`config.mk`:
```
export PLATFORM = sky130hd
export DESIGN_NAME = awd_top
export DESIGN_NICKNAME = d
export VERILOG_FILES = /design/src/awd_pkg.sv /design/src/awd_evt_if.sv /design/src/awd_sync.sv /design/src/awd_top.sv
export SDC_FILE = /design/constraint.sdc
export NUM_CORES = 1
export LEC_CHECK = 0
export BUFFER_PORTS_ARGS = -buffer_cell sky130_fd_sc_hd__buf_2
export CORE_ASPECT_RATIO = 0.7
export CORE_MARGIN = 2
export CORE_UTILIZATION = 50
export DETAILED_ROUTE_END_ITERATION = 10
export PLACE_DENSITY = 0.74
export SYNTH_ARGS = -nofsm -noshare
export SYNTH_HDL_FRONTEND = slang
export SYNTH_SLANG_ARGS = --single-unit
```
`constraint.sdc`:
```
create_clock -name pclk -period 5.8 [get_ports pclk]
set_clock_uncertainty 0.05 [all_clocks]
set_input_delay 1.16 -clock pclk [delete_from_list [all_inputs] [get_ports pclk]]
set_output_delay 1.16 -clock pclk [all_outputs]
set_load 0.005 [all_outputs]
```
`src/awd_pkg.sv`:
```
/*
 * Shared constants for the auxiliary watchdog timer: register indexes,
 * field positions, reset values, timebase counts and the timer states.
 * Assumes a single 20 MHz clock feeding every module of the block.
 */
package awd_pkg;

    // Timebase
    localparam int CLK_HZ = 20_000_000;
    localparam int SEC_TIME_S = 1;
    localparam int CYC_PER_SEC = SEC_TIME_S * CLK_HZ;
    localparam int SECS_PER_MIN = 60;
    localparam int PRE_W = 25;
    localparam int MIN_W = 6;

    // Bus and register widths
    localparam int ADDR_W = 12;
    localparam int DATA_W = 32;
    localparam int REG_W = 8;
    localparam int IRQ_W = 16;

    // Register indexes; byte address is four times the index
    localparam logic [7:0] IDX_UNIT = 8'hF1;
    localparam logic [7:0] IDX_VAL = 8'hF2;
    localparam logic [7:0] IDX_CFG = 8'hF3;
    localparam logic [7:0] IDX_CTRL = 8'hF4;
    localparam logic [ADDR_W-1:0] ADDR_UNIT = {2'h0, IDX_UNIT, 2'h0};
    localparam logic [ADDR_W-1:0] ADDR_VAL = {2'h0, IDX_VAL, 2'h0};
    localparam logic [ADDR_W-1:0] ADDR_CFG = {2'h0, IDX_CFG, 2'h0};
    localparam logic [ADDR_W-1:0] ADDR_CTRL = {2'h0, IDX_CTRL, 2'h0};
    localparam logic [REG_W-1:0] REG_RST = 8'h00;

    // Field positions
    localparam int UNIT_SEC_BIT = 7;
    localparam int CFG_GAME_BIT = 0;
    localparam int CFG_KBD_BIT = 1;
    localparam int CFG_MOUSE_BIT = 2;
    localparam int CFG_MAP_LSB = 4;
    localparam int MAP_W = 4;
    localparam int CTRL_STAT_BIT = 0;
    localparam int CTRL_FORCE_BIT = 2;
    localparam int CTRL_EXT_BIT = 3;
    localparam logic [MAP_W-1:0] MAP_OFF = 4'h0;
    localparam logic [MAP_W-1:0] MAP_BAD = 4'h2;

    // Activity inputs, in synchroniser order
    localparam int EV_GAME = 0;
    localparam int EV_KBD = 1;
    localparam int EV_MOUSE = 2;
    localparam int EV_KBC = 3;
    localparam int EV_W = 4;

    typedef enum logic [1:0] {ST_OFF, ST_RUN, ST_DONE} awd_state_e;

endpackage : awd_pkg

```
`src/awd_evt_if.sv`:
```
/*
 * Carrier between the watchdog core and its input synchroniser:
 * raw asynchronous levels in, one-cycle rising-edge pulses out.
 * Assumes both ends share the core clock.
 */
`timescale 1ns/10ps
interface awd_evt_if #(parameter int W = 4);
    logic [W-1:0] raw;
    logic [W-1:0] rise;
    modport sync (input raw, output rise);
    modport core (output raw, input rise);
endinterface : awd_evt_if

```
`src/awd_sync.sv`:
```
/*
 * Three-flop synchroniser with a settled-level tracker and rising-edge
 * pulse for each of W asynchronous inputs.
 * Assumes inputs are unrelated to pclk; a change counts once the second
 * and third stages agree.
 */
`timescale 1ns/10ps
module awd_sync #(
    parameter int W = 4
) (
    input wire logic pclk,
    input wire logic presetn,
    awd_evt_if.sync evt
);

    logic [W-1:0] s1_r;
    logic [W-1:0] s2_r;
    logic [W-1:0] s3_r;
    logic [W-1:0] lvl_r;
    logic [W-1:0] agree;

    // Three synchronising stages; first stage feeds only the second
    always_ff @(posedge pclk or negedge presetn) begin
        if (!presetn) begin
            s1_r <= '0;
            s2_r <= '0;
            s3_r <= '0;
        end else begin
            s1_r <= evt.raw;
            s2_r <= s1_r;
            s3_r <= s2_r;
        end
    end

    assign agree = ~(s2_r ^ s3_r);

    // Settled level follows the last two stages only when they agree
    always_ff @(posedge pclk or negedge presetn) begin
        if (!presetn) begin
            lvl_r <= '0;
        end else begin
            lvl_r <= (agree & s3_r) | (~agree & lvl_r);
        end
    end

    // One pulse per settled rise, however long the input stays high
    assign evt.rise = agree & s3_r & ~lvl_r;

endmodule : awd_sync

```
`src/awd_top.sv`:
```
/*
 * Auxiliary watchdog timer with an APB register slave: minute or second
 * timebase, activity restarts, forced timeouts and an IRQ line selector.
 * Assumes a 20 MHz pclk, asynchronous activity inputs and a zero-wait
 * APB master; registers sit at four times their index.
 */
`timescale 1ns/10ps
module awd_top #(
    parameter int TICKS_PER_SEC = awd_pkg::CYC_PER_SEC
) (
    input wire logic pclk,
    input wire logic presetn,
    input wire logic psel,
    input wire logic penable,
    input wire logic pwrite,
    input wire logic [awd_pkg::ADDR_W-1:0] paddr,
    input wire logic [awd_pkg::DATA_W-1:0] pwdata,
    output logic [awd_pkg::DATA_W-1:0] prdata,
    output logic pready,
    output logic pslverr,
    input wire logic game_port_access,
    input wire logic kbd_irq,
    input wire logic mouse_irq,
    input wire logic kbc_reset_output,
    output logic [awd_pkg::IRQ_W-1:0] irq_out,
    output logic timeout_status
);

    localparam logic [awd_pkg::PRE_W-1:0] PRE_LAST =
        awd_pkg::PRE_W'(TICKS_PER_SEC - 1);
    localparam logic [awd_pkg::MIN_W-1:0] MIN_LAST =
        awd_pkg::MIN_W'(awd_pkg::SECS_PER_MIN - 1);

    awd_evt_if #(.W(awd_pkg::EV_W)) evt ();

    logic unit_sec_r;
    logic [awd_pkg::REG_W-1:0] val_r;
    logic cfg_game_r, cfg_kbd_r, cfg_mouse_r;
    logic [awd_pkg::MAP_W-1:0] map_r;
    logic status_r;
    logic ext_en_r;
    logic [awd_pkg::REG_W-1:0] cnt_r;
    logic [awd_pkg::PRE_W-1:0] pre_r;
    logic [awd_pkg::MIN_W-1:0] min_r;
    awd_pkg::awd_state_e st_r;
    logic [awd_pkg::IRQ_W-1:0] irq_r;
    logic [awd_pkg::DATA_W-1:0] prdata_r;
    logic pslverr_r;
    logic setup, acc_wr;
    logic wr_unit, wr_val, wr_cfg, wr_ctrl;
    logic sw_force, kbc_force, restart, reload;
    logic [awd_pkg::REG_W-1:0] load_val;
    logic sec_tick, min_tick, unit_tick;
    logic cnt_expire, timeout_evt;

    // Activity inputs pass the synchroniser and edge detector
    assign evt.raw = {kbc_reset_output, mouse_irq, kbd_irq, game_port_access};

    awd_sync #(.W(awd_pkg::EV_W)) u_sync (
        .pclk(pclk),
        .presetn(presetn),
        .evt(evt)
    );

    // APB decode; zero wait states, writes land at the access edge
    assign pready = 1'b1;
    assign setup = psel & ~penable;
    assign acc_wr = psel & penable & pwrite;
    assign wr_unit = acc_wr & (paddr == awd_pkg::ADDR_UNIT);
    assign wr_val = acc_wr & (paddr == awd_pkg::ADDR_VAL);
    assign wr_cfg = acc_wr & (paddr == awd_pkg::ADDR_CFG);
    assign wr_ctrl = acc_wr & (paddr == awd_pkg::ADDR_CTRL);

    // Timeout causes: soft force, external edge, counted expiry
    assign sw_force = wr_ctrl & pwdata[awd_pkg::CTRL_FORCE_BIT];
    assign kbc_force = evt.rise[awd_pkg::EV_KBC] & ext_en_r;
    assign timeout_evt = cnt_expire | sw_force | kbc_force;

    // Restart sources gated by their enables
    assign restart = (evt.rise[awd_pkg::EV_GAME] & cfg_game_r)
        | (evt.rise[awd_pkg::EV_KBD] & cfg_kbd_r)
        | (evt.rise[awd_pkg::EV_MOUSE] & cfg_mouse_r);
    assign reload = restart | wr_val | wr_unit;
    assign load_val = wr_val ? pwdata[awd_pkg::REG_W-1:0] : val_r;

    // Timebase ticks and unit choice
    assign sec_tick = (pre_r == PRE_LAST);
    assign min_tick = sec_tick & (min_r == MIN_LAST);
    assign unit_tick = unit_sec_r ? sec_tick : min_tick;
    assign cnt_expire = (st_r == awd_pkg::ST_RUN) & unit_tick
        & (cnt_r == 8'h01) & ~reload;

    // Unit, value and configuration registers
    always_ff @(posedge pclk or negedge presetn) begin
        if (!presetn) begin
            unit_sec_r <= 1'b0;
            val_r <= awd_pkg::REG_RST;
            cfg_game_r <= 1'b0;
            cfg_kbd_r <= 1'b0;
            cfg_mouse_r <= 1'b0;
            map_r <= awd_pkg::MAP_OFF;
            ext_en_r <= 1'b0;
        end else begin
            if (wr_unit) begin
                unit_sec_r <= pwdata[awd_pkg::UNIT_SEC_BIT];
            end
            if (wr_val) begin
                val_r <= pwdata[awd_pkg::REG_W-1:0];
            end
            if (wr_cfg) begin
                cfg_game_r <= pwdata[awd_pkg::CFG_GAME_BIT];
                cfg_kbd_r <= pwdata[awd_pkg::CFG_KBD_BIT];
                cfg_mouse_r <= pwdata[awd_pkg::CFG_MOUSE_BIT];
                map_r <= pwdata[awd_pkg::CFG_MAP_LSB +: awd_pkg::MAP_W];
            end
            if (wr_ctrl) begin
                ext_en_r <= pwdata[awd_pkg::CTRL_EXT_BIT];
            end
        end
    end

    // Status bit: a timeout in the write cycle beats a software clear
    always_ff @(posedge pclk or negedge presetn) begin
        if (!presetn) begin
            status_r <= 1'b0;
        end else if (timeout_evt) begin
            status_r <= 1'b1;
        end else if (wr_ctrl) begin
            status_r <= pwdata[awd_pkg::CTRL_STAT_BIT];
        end
    end

    // Prescalers restart with every reload so a full unit elapses
    always_ff @(posedge pclk or negedge presetn) begin
        if (!presetn) begin
            pre_r <= '0;
            min_r <= '0;
        end else if (reload || sec_tick) begin
            pre_r <= '0;
            if (reload || min_tick) begin
                min_r <= '0;
            end else begin
                min_r <= min_r + 6'h01;
            end
        end else begin
            pre_r <= pre_r + 25'h0000001;
        end
    end

    // Count state machine
    always_ff @(posedge pclk or negedge presetn) begin
        if (!presetn) begin
            st_r <= awd_pkg::ST_OFF;
            cnt_r <= awd_pkg::REG_RST;
        end else if (reload) begin
            cnt_r <= load_val;
            if (load_val == 8'h00) begin
                st_r <= awd_pkg::ST_OFF;
            end else begin
                st_r <= awd_pkg::ST_RUN;
            end
        end else begin
            case (st_r)
                awd_pkg::ST_RUN: begin
                    if (unit_tick) begin
                        cnt_r <= cnt_r - 8'h01;
                        if (cnt_r == 8'h01) begin
                            st_r <= awd_pkg::ST_DONE;
                        end
                    end
                end
                awd_pkg::ST_OFF, awd_pkg::ST_DONE: begin
                    st_r <= st_r; // Idle until the next reload
                end
                default: begin
                    st_r <= awd_pkg::ST_OFF;
                end
            endcase
        end
    end

    // Interrupt line selector; invalid or zero code drives nothing
    always_ff @(posedge pclk or negedge presetn) begin
        if (!presetn) begin
            irq_r <= '0;
        end else if (status_r && map_r != awd_pkg::MAP_OFF
                     && map_r != awd_pkg::MAP_BAD) begin
            irq_r <= 16'h0001 << map_r;
        end else begin
            irq_r <= '0;
        end
    end

    // Read data captured in the setup cycle; reserved bits read zero
    always_ff @(posedge pclk or negedge presetn) begin
        if (!presetn) begin
            prdata_r <= '0;
            pslverr_r <= 1'b0;
        end else if (setup) begin
            pslverr_r <= 1'b0;
            prdata_r <= '0;
            case (paddr)
                awd_pkg::ADDR_UNIT: begin
                    prdata_r[awd_pkg::UNIT_SEC_BIT] <= unit_sec_r;
                end
                awd_pkg::ADDR_VAL: begin
                    prdata_r[awd_pkg::REG_W-1:0] <= val_r;
                end
                awd_pkg::ADDR_CFG: begin
                    prdata_r[awd_pkg::CFG_GAME_BIT] <= cfg_game_r;
                    prdata_r[awd_pkg::CFG_KBD_BIT] <= cfg_kbd_r;
                    prdata_r[awd_pkg::CFG_MOUSE_BIT] <= cfg_mouse_r;
                    prdata_r[awd_pkg::CFG_MAP_LSB +: awd_pkg::MAP_W] <= map_r;
                end
                awd_pkg::ADDR_CTRL: begin
                    prdata_r[awd_pkg::CTRL_STAT_BIT] <= status_r;
                    prdata_r[awd_pkg::CTRL_EXT_BIT] <= ext_en_r;
                end
                default: begin
                    pslverr_r <= 1'b1;
                end
            endcase
        end
    end

    assign prdata = prdata_r;
    assign pslverr = pslverr_r;
    assign irq_out = irq_r;
    assign timeout_status = status_r;
endmodule : awd_top

```
======== Word-level counts from Yosys, hierarchy flattened ========
Cells that the tools add are included.
word-level totals
  output and inout port bits .............. 51
  input bits .............................. 53
  register bits ........................... 100
cells by class
  $add $sub $neg .......................... 3
  muxes and demuxes ....................... 21
  bitwise gates (word level) .............. 32
  reduce and logical (&&, ||, !) cells .... 14
  equality and inequality tests ........... 13
  shift-type cells ........................ 1
operator list
  kind                                                   count
  equality test 12 x 10 -> 1 bit, second input constant  4
  two-way mux 8 bit                                      4
  adder 25 x 1 -> 25 bit, second input constant          1
  equality test 25 bit, second input constant            1
  two-way mux 25 bit                                     1
  AND 1 bit                                              16
  two-way mux 16 bit                                     1
  left shift 1 x 4 -> 16 bit, first input constant       1
  AND 4 bit                                              3
  inverter 4 bit                                         3
  equality test 8 x 1 -> 1 bit, second input constant    1
  zero test 8 bit                                        1
  case mux 2 bit (2 select lines)                        2
  subtractor 8 x 1 -> 8 bit, second input constant       1
  adder 6 x 1 -> 6 bit, second input constant            1
  equality test 6 bit, second input constant             1
  two-way mux 2 bit                                      3
  two-way mux 6 bit                                      1
  OR 1 bit                                               6
  case mux 1 bit (3 select lines)                        2
  case mux 3 bit (2 select lines)                        1
  nonzero test 2 bit                                     3
  two-way mux 1 bit                                      5
  != test 4 x 2 -> 1 bit, second input constant          1
  other kinds (17)                                       20

======== Longest topological paths before layout ========
Gate-level depths: netlist of the first run.
  word-level depth ........................ 14
  gate-level depth with buffers ........... 8

======== By module ========
From an unflattened synthesis of the first run, not the netlist that was laid out.
unflattened totals
  cells, all modules ...................... 438
  area, all modules ....................... 4,790.8 µm²
modules (own cells, without submodules)
  module    area an instance (µm²)  cells an instance  times used
  awd_top   4,255.3                 410                1
  awd_sync  535.5                   28                 1

======== Worst setup path after synthesis of the first run ========
No wires, ideal clock.
  path kind ............................... in2reg
  from .................................... input port paddr[10] (netlist bit)
  to ...................................... register cnt_r[5] (netlist bit)
  path buffers ............................ 0
  arrival time ............................ 2.660 ns
  setup time .............................. 0.121 ns
  stages .................................. 5
  slack ................................... 2.969 ns
  cell sequence ........................... and4bb_2 > nand3_1 > nor3_2 > mux2_2 > o22a_1
between the ends
  elaborated cells between the ends (all ways) .. 11
  classes of those cells .................. 2 x eq/ne; 2 x mux; 4 x bitwise; 3 x reduce/logical
RTL lines
  item                            line            source
  start, declared                 awd_top.sv:16   input wire logic [awd_pkg::ADDR_W-1:0] paddr,
  equality test 12 x 10 -> 1 bit  awd_top.sv:70   assign wr_val = acc_wr & (paddr == awd_pkg::ADDR_VAL);
  AND 1 bit                       awd_top.sv:70
  two-way mux 8 bit               -
  net load_val (one bit)          awd_top.sv:52   logic [awd_pkg::REG_W-1:0] load_val;
  two-way mux 8 bit               awd_top.sv:155  end else if (reload) begin
  end signal, assigned            awd_top.sv:154  cnt_r <= awd_pkg::REG_RST;
  end signal, assigned            awd_top.sv:156  cnt_r <= load_val;
  end signal, assigned            awd_top.sv:166  cnt_r <= cnt_r - 8'h01;
  end, declared                   awd_top.sv:42   logic [awd_pkg::REG_W-1:0] cnt_r;
The timed path passes the listed nets, and every way through them passes these cells.
A chain may end at the register's enable or synchronous reset.

======== Worst setup path after layout of the first run ========
  from .................................... input port psel
  to ...................................... register pre_r[3] (netlist bit)
between the ends
  word-level cells in the longest chain between the ends .. 7
  elaborated cells between the ends (all ways) .. 8
  classes of those cells .................. 1 x mux; 6 x bitwise; 1 x reduce/logical
RTL lines
  item                      line            source
  start, declared           awd_top.sv:13   input wire logic psel,
  AND 1 bit * (2 in a row)  awd_top.sv:68   assign acc_wr = psel & penable & pwrite;
  AND 1 bit                 awd_top.sv:70
  OR 1 bit                  awd_top.sv:83   assign reload = restart | wr_val | wr_unit;
  OR 1 bit *                awd_top.sv:83
  logical OR 1 bit *        awd_top.sv:138  end else if (reload || sec_tick) begin
  two-way mux 25 bit *      awd_top.sv:138
  end signal, assigned      awd_top.sv:146  pre_r <= pre_r + 25'h0000001;
  end, declared             awd_top.sv:43   logic [awd_pkg::PRE_W-1:0] pre_r;
Mark *: on every way between the ends. The rest lies on a longest branch, timed or not.

==> results.sh, run 1 <==
export IMPL_globalRouteTotalUtil=0.1862
export IMPL_core_area_sq_mm=0.009144
export IMPL_io_pin_count=104
export IMPL_crit_path_max_delay_family="simple AND/OR/NAND/NOR gates"
export IMPL_worstPathArrival_ns=3.48
export IMPL_cts_inserted_buffers=9
export IMPL_yosysWarningCount=0
export IMPL_numPortBuffers=54
export IMPL_post_cts_setup_buffers=0
export IMPL_die_h_um=85.36
export IMPL_antenna_cells=0
export IMPL_final_period_minus_worst_setup_slack_ns=3.281
export IMPL_hold_buffers=0
export IMPL_grt_antenna_before_repair=0
export IMPL_dominantRegCellSynth="sky130_fd_sc_hd__dfrtp_1"
export IMPL_fin_crit_sh=0.5657
export IMPL_worst_path_max_fanout=23
export IMPL_clkSinkCount=100
export IMPL_fin_util=0.5822
export IMPL_avgRoutedWirePerCell_um=14.77
export IMPL_largest_net_degree_at_the_start_of_global_routing=62
export IMPL_outcome="finished clean"
export IMPL_final_net_count=555
export IMPL_critical_path_max_stage_delay_ns=0.81
export IMPL_remaining_drc_errors=0
export IMPL_synth_enable_flop_cells=0
export IMPL_netlist_instances=442
export IMPL_fillers=763
export IMPL_initialDrtViolationCount=250
export IMPL_tritoncts_clock_tree="yes"
export IMPL_max_slew_worst_pin_slew_ns=1.004
export IMPL_final_setup_viol_count=0
export IMPL_holdWs_ns=0.3070
export IMPL_end_kind="register"
export IMPL_worst_setup_hold_path_clk_slew_ns=0.07
export IMPL_hold_viol_final=0
export IMPL_classification_of_the_worst_setup_path="input port to register"
export IMPL_number_of_flip_flops_and_latches_in_the_synthesized_netlist=100
export IMPL_cellPowerDensity_mw_per_mm2=277.5
export IMPL_synth_async_reset_ratio=1.000
export IMPL_ys_seq_area_frac=0.5292
export IMPL_h_tree_depth=3
export IMPL_timing_critical_path_buf_inv=1
export IMPL_hold_path_class="register to register"
export IMPL_layout_drive_gt1_share=0.2024
export IMPL_final_common_cell="sky130_fd_sc_hd__dfrtp_1"
export IMPL_cts_repair_resize_count=0
export IMPL_yosysUniqueCellTypes=54
export IMPL_routed_via_count=3442
export IMPL_wirelength_um=9202
export IMPL_die_w_um=120.2
export IMPL_timing_fmax_mhz=304.8
export IMPL_total_die_area_sq_mm=0.01026
export IMPL_slew_headroom=0.3304
export IMPL_cp_start_kind="input port"
export IMPL_synthesis_to_layout_area_growth_pct=12.60
export IMPL_drv_slew=0
export IMPL_detail_route_first_pass_iterations=5
export IMPL_placer_congestion_estimate=0.8479
export IMPL_netlist_area_sq_mm=0.004728
export IMPL_synth_top_area_share=0.5292
export IMPL_ctsLongestPathBuffers=2
export IMPL_start_util=0.5171
export IMPL_fin_tns_setup_ns=0
export IMPL_grt_first_pass_wirelength_um=15130
export IMPL_viasPerCell=5.525
export IMPL_timing_max_cap_violations=0
export IMPL_highest_count_cells_in_the_layout_ignoring_fill_and_taps="100 x sky130_fd_sc_hd__dfrtp_1, 53 x sky130_fd_sc_hd__buf_2, 47 x sky130_fd_sc_hd__nor2_1, 28 x sky130_fd_sc_hd__nand2_1, 27 x sky130_fd_sc_hd__conb_1"
export IMPL_yosys_top_cells_area="sky130_fd_sc_hd__dfrtp_1 53%, sky130_fd_sc_hd__mux2_2 5.0%, sky130_fd_sc_hd__buf_4 4.1%"
export IMPL_setup_repair_after_global_routing_missed_its_margin="no"
export IMPL_vias_in_the_first_global_route=3057
export IMPL_source_to_sink_clock_delay_at_the_later_pin_of_the_worst_skew_pair_ns=0.34
export IMPL_static_leakage_power_nw=2.418
export IMPL_cp_data_required_time_ns=6.00
export IMPL_grt_remaining_overflow=0
export IMPL_cts_root_buf="sky130_fd_sc_hd__clkbuf_16"
export IMPL_synthDominantAreaCellType="sky130_fd_sc_hd__dfrtp_1"
export IMPL_num_rows=29
export IMPL_syn_area_per_cell_sq_um=10.70
export IMPL_vdd_ir_drop_worst_v=0.0001968
export IMPL_post_dp_hpwl_um=6645
export IMPL_route_antenna_remaining_nets=0
export IMPL_critical_path_cell_by_cell="buf_2 -> nand3_1 -> nor4_1 -> a21oi_1 -> nand2_1 -> nor2_1"
export IMPL_timing_critical_path_slowest_stage_cell="sky130_fd_sc_hd__a21oi_1"
==> state kept, by name (all words and copies together) (netlist names), named ones only <==
signal          count
cfg_game_r          1
val_r               8
u_sync.s3_r         4
map_r               4
irq_out            16
st_r                2
timeout_status      1
prdata              8
unit_sec_r          1
min_r               6
cnt_r               8
ext_en_r            1
pslverr             1
pre_r              25
u_sync.s2_r         4
u_sync.s1_r         4
cfg_kbd_r           1
cfg_mouse_r         1
==> worst paths after layout <==
path / from / end / slack [ns] / cells after the start
worst max-delay path: psel / pre_r[3] / 2.52 / 6
worst min-delay path: u_sync.s1_r[2] / u_sync.s2_r[2] / 0.31 / 0
worst max register to register: u_sync.s3_r[0] / pre_r[3] / 2.98 / 6
worst min register to register: u_sync.s1_r[2] / u_sync.s2_r[2] / 0.31 / 0
max in group asynchronous: presetn / min_r[3] / 3.92 / 2
min in group asynchronous: presetn / irq_out[2] / 0.83 / 1
==> cell usage after synthesis (all sizes together) (7+ instances only) <==
master and number:
nand3 19, nand2 29, a21oi 12, a2bb2oi 7, clkbuf 7, buf 33
inv 8, nor2 47, o21ai 10, dfrtp 100, nand3b 7, nor3 15
xnor2 13, xor2 11, ha 8, mux2 21, nor4 12, nand2b 7
==> area by class of cell <==
class                      instances  area (sq um)  share of cell area
clock inverter                     7         93.84             0.01763
tap                              124         155.1             0.02914
multi-input combinational        319          2029              0.3812
sequential                       100          2502              0.4700
timing repair buffer              56         287.8             0.05405
clock buffer                       9         225.2             0.04230
inverter                           8         30.03            0.005640
==> report_power, final <==
part,switching [mW],internal (mW)
Combinational,0.0561,0.0400
Sequential,0.0289,0.731
Clock,0.275,0.346
Total,0.360,1.12
==> layer usage <==
layer,track usage,share of wire
met2,0.2686,0.46
met1,0.2791,0.47
met5,0,0
met4,0.05708,0.011
met3,0.04503,0.063
==> kinds of logic after synthesis <==
group | synth area share
flip-flops | 0.5292
multiplexers | 0.05213
buffers and inverters | 0.06139
AO/OA/AOI/OAI | 0.09077
other | 0.001588
XOR/XNOR | 0.04446
adder cells (fa/ha/maj) | 0.02117
AND/OR/NAND/NOR | 0.1993
==> through the flow <==
step	power, mW	cells	area, sq um	setup slack, ns
global route	1.541	623	5324	2.330
global placement	0.8642	607	5005	2.250
finish	1.477	623	5324	2.519
detailed placement	0.8701	607	5005	2.199
CTS	1.492	623	5324	2.578
floorplan	0.8397	467	4822	2.969
(Power assumes the default switching activity.)
==> run 2: changes to the inputs <==
Clock period 5.8 ns to 3.4 ns, I/O delays scaled along.
==> run 2 against run 1 <==
Critical endpoint is now st_r[0]; die area unchanged; cell count increased by 0.64%; count of clock-buffer cells in the layout increased by 1; combinational power increased by 73%; critical path depth decreased by 1; power increased by 65%; critical path type is now register to register; utilization decreased by 0.082 points; highest routed layer unchanged; first-iteration DRC count increased by 22%.
==> results.sh, run 2 (same netlist as run 1, synthesis figures left out) <==
export IMPL_outcome="finished clean"
export IMPL_postLayoutCellArea_sq_mm=0.005316
export IMPL_classification_of_the_worst_setup_path="register to register"
export IMPL_grt_use_met3=0.04839
export IMPL_die_w_um=120.2
export IMPL_clkSinkCount=100
export IMPL_total_die_area_sq_mm=0.01026
export IMPL_h_tree_depth=3
export IMPL_io_pin_count=104
export IMPL_largest_reg_flops=25
export IMPL_viasPerCell=5.520
export IMPL_hold_buffers=0
export IMPL_drv_slew=0
export IMPL_power_internal_mw=1.826
export IMPL_core_area_sq_mm=0.009144
export IMPL_end_kind="register"
export IMPL_worst_path_max_fanout=7
export IMPL_setup_repair_after_global_routing_missed_its_margin="no"
export IMPL_critical_path_max_stage_delay_ns=0.56
export IMPL_globalRouteTotalUtil=0.1964
export IMPL_source_to_sink_clock_delay_at_the_later_pin_of_the_worst_skew_pair_ns=0.34
export IMPL_cp_start_kind="register"
export IMPL_highest_count_cells_in_the_layout_ignoring_fill_and_taps="100 x sky130_fd_sc_hd__dfrtp_1, 53 x sky130_fd_sc_hd__buf_2, 47 x sky130_fd_sc_hd__nor2_1, 28 x sky130_fd_sc_hd__nand2_1, 27 x sky130_fd_sc_hd__conb_1"
export IMPL_grt_first_pass_wirelength_um=15750
export IMPL_post_dp_hpwl_um=6890
export IMPL_cts_inserted_buffers=9
export IMPL_final_period_minus_worst_setup_slack_ns=2.465
export IMPL_numPortBuffers=54
export IMPL_cts_root_buf="sky130_fd_sc_hd__clkbuf_16"
export IMPL_sequentialPowerShare=0.533
export IMPL_cts_repair_resize_count=0
export IMPL_wirelength_um=9592
export IMPL_timing_critical_path_buf_inv=0
export IMPL_static_leakage_power_nw=2.418
export IMPL_ctsLongestPathBuffers=2
export IMPL_hold_path_class="register to register"
export IMPL_crit_path_max_delay_family="simple AND/OR/NAND/NOR gates"
export IMPL_power_combinational_fraction=0.068
export IMPL_placer_congestion_estimate=0.8371
export IMPL_worstPathArrival_ns=2.64
export IMPL_avgRoutedWirePerCell_um=15.30
export IMPL_timing_fmax_mhz=405.7
export IMPL_final_common_cell="sky130_fd_sc_hd__dfrtp_1"
export IMPL_final_net_count=559
export IMPL_p_sw_mw=0.6093
export IMPL_grt_antenna_before_repair=0
export IMPL_detail_route_first_pass_iterations=5
export IMPL_grtUsageMet1=0.2852
export IMPL_critical_path_cell_by_cell="or4_1 -> or2_2 -> nor3b_1 -> a311oi_1 -> a31o_2"
export IMPL_post_cts_setup_buffers=0
export IMPL_slew_headroom=0.3152
export IMPL_largest_net_degree_at_the_start_of_global_routing=59
export IMPL_detailed_place_area_sq_mm=0.005035
export IMPL_fin_tns_setup_ns=0
export IMPL_clock_share_of_power=0.399
export IMPL_final_setup_viol_count=0
export IMPL_route_antenna_remaining_nets=0
export IMPL_num_rows=29
export IMPL_initialDrtViolationCount=304
export IMPL_grt_remaining_overflow=0
export IMPL_start_util=0.5171
export IMPL_tritoncts_clock_tree="yes"
export IMPL_cellPowerDensity_mw_per_mm2=458.1
export IMPL_grt_util_met2=0.2913
export IMPL_hold_viol_final=0
export IMPL_p_sw_frac=0.2502
export IMPL_max_slew_worst_pin_slew_ns=1.027
export IMPL_synthesis_to_layout_area_growth_pct=12.44
export IMPL_routed_via_count=3461
export IMPL_cp_data_required_time_ns=3.58
export IMPL_worst_setup_hold_path_clk_slew_ns=0.07
export IMPL_vdd_ir_drop_worst_v=0.0003997
export IMPL_layout_drive_gt1_share=0.2068
export IMPL_antenna_cells=0
export IMPL_global_routing_s_busiest_layer="met2"
export IMPL_remaining_drc_errors=0
export IMPL_die_h_um=85.36
export IMPL_fillers=775
export IMPL_timing_max_cap_violations=0
export IMPL_timing_critical_path_slowest_stage_cell="sky130_fd_sc_hd__or4_1"
export IMPL_registers_top_by_ff_count="pre_r"
export IMPL_vias_in_the_first_global_route=3182
export IMPL_fin_crit_sh=0.7249
-- run 2: changes by cell type in the layout (fill, tap and decap cells not counted) --
cell | previous run | this run
sky130_fd_sc_hd__buf_4 | 3 | 7
sky130_fd_sc_hd__clkinvlp_4 | 1 | 2
sky130_fd_sc_hd__inv_8 | 2 | 1
sky130_fd_sc_hd__clkinv_8 | 1 | 0
sky130_fd_sc_hd__inv_6 | 1 | 3
sky130_fd_sc_hd__clkbuf_1 | 0 | 1
sky130_fd_sc_hd__bufinv_16 | 1 | 0
sky130_fd_sc_hd__clkinv_4 | 1 | 0
-- run 2: final cells by class --
class / count / area (sq um) / share of cell area
multi-input combinational: 319 / 2029 / 0.3817
clock buffer: 10 / 229.0 / 0.04307
clock inverter: 6 / 52.55 / 0.009885
sequential: 100 / 2502 / 0.4707
tap: 124 / 155.1 / 0.02918
timing repair buffer: 60 / 317.8 / 0.05978
inverter: 8 / 30.03 / 0.005648
-- run 2: power groups by stage --
stage                     combinational (mW)  clock [mW]  sequential (mW)
final                                  0.166       0.971             1.30
after global routing                   0.193        1.05             1.31
after CTS                              0.169       0.990             1.30
after detailed placement               0.168           0             1.32
after global placement                 0.161           0             1.31
after floorplan                        0.124           0             1.31
-- run 2: through the flow --
step           power, mW  utilization  instances  hold slack [ns]  setup WS, ns
6_report           2.435       0.5814        627           0.3090        0.9353
5_1_grt            2.546       0.5814        627           0.3188        0.8459
4_1_cts            2.457       0.5814        627           0.3122         1.016
3_5_place_dp       1.488       0.5506        611           0.2955        0.6624
3_3_place_gp       1.475       0.5506        611           0.2834        0.7440
2_1_floorplan      1.432            -        467           0.2812         1.049
-- run 2: per-layer routing --
layer | vias to the layer above | share of wire
met5 | - | 0
met2 | 137 | 0.45
met1 | 1657 | 0.47
met4 | 0 | 0.016
met3 | 11 | 0.065
li1 | 1656 | -
-- run 2: path summary, 6_finish.rpt --
kind / from / cells after the start / endpoint / slack [ns]
worst max register to register: cnt_r[2] / 5 / st_r[0] / 0.94
max in group asynchronous: presetn / 2 / irq_out[3] / 2.23
worst min-delay path: u_sync.s1_r[0] / 0 / u_sync.s2_r[0] / 0.31
worst max-delay path: cnt_r[2] / 5 / st_r[0] / 0.94
min in group asynchronous: presetn / 1 / irq_out[0] / 0.35
worst min register to register: u_sync.s1_r[0] / 0 / u_sync.s2_r[0] / 0.31
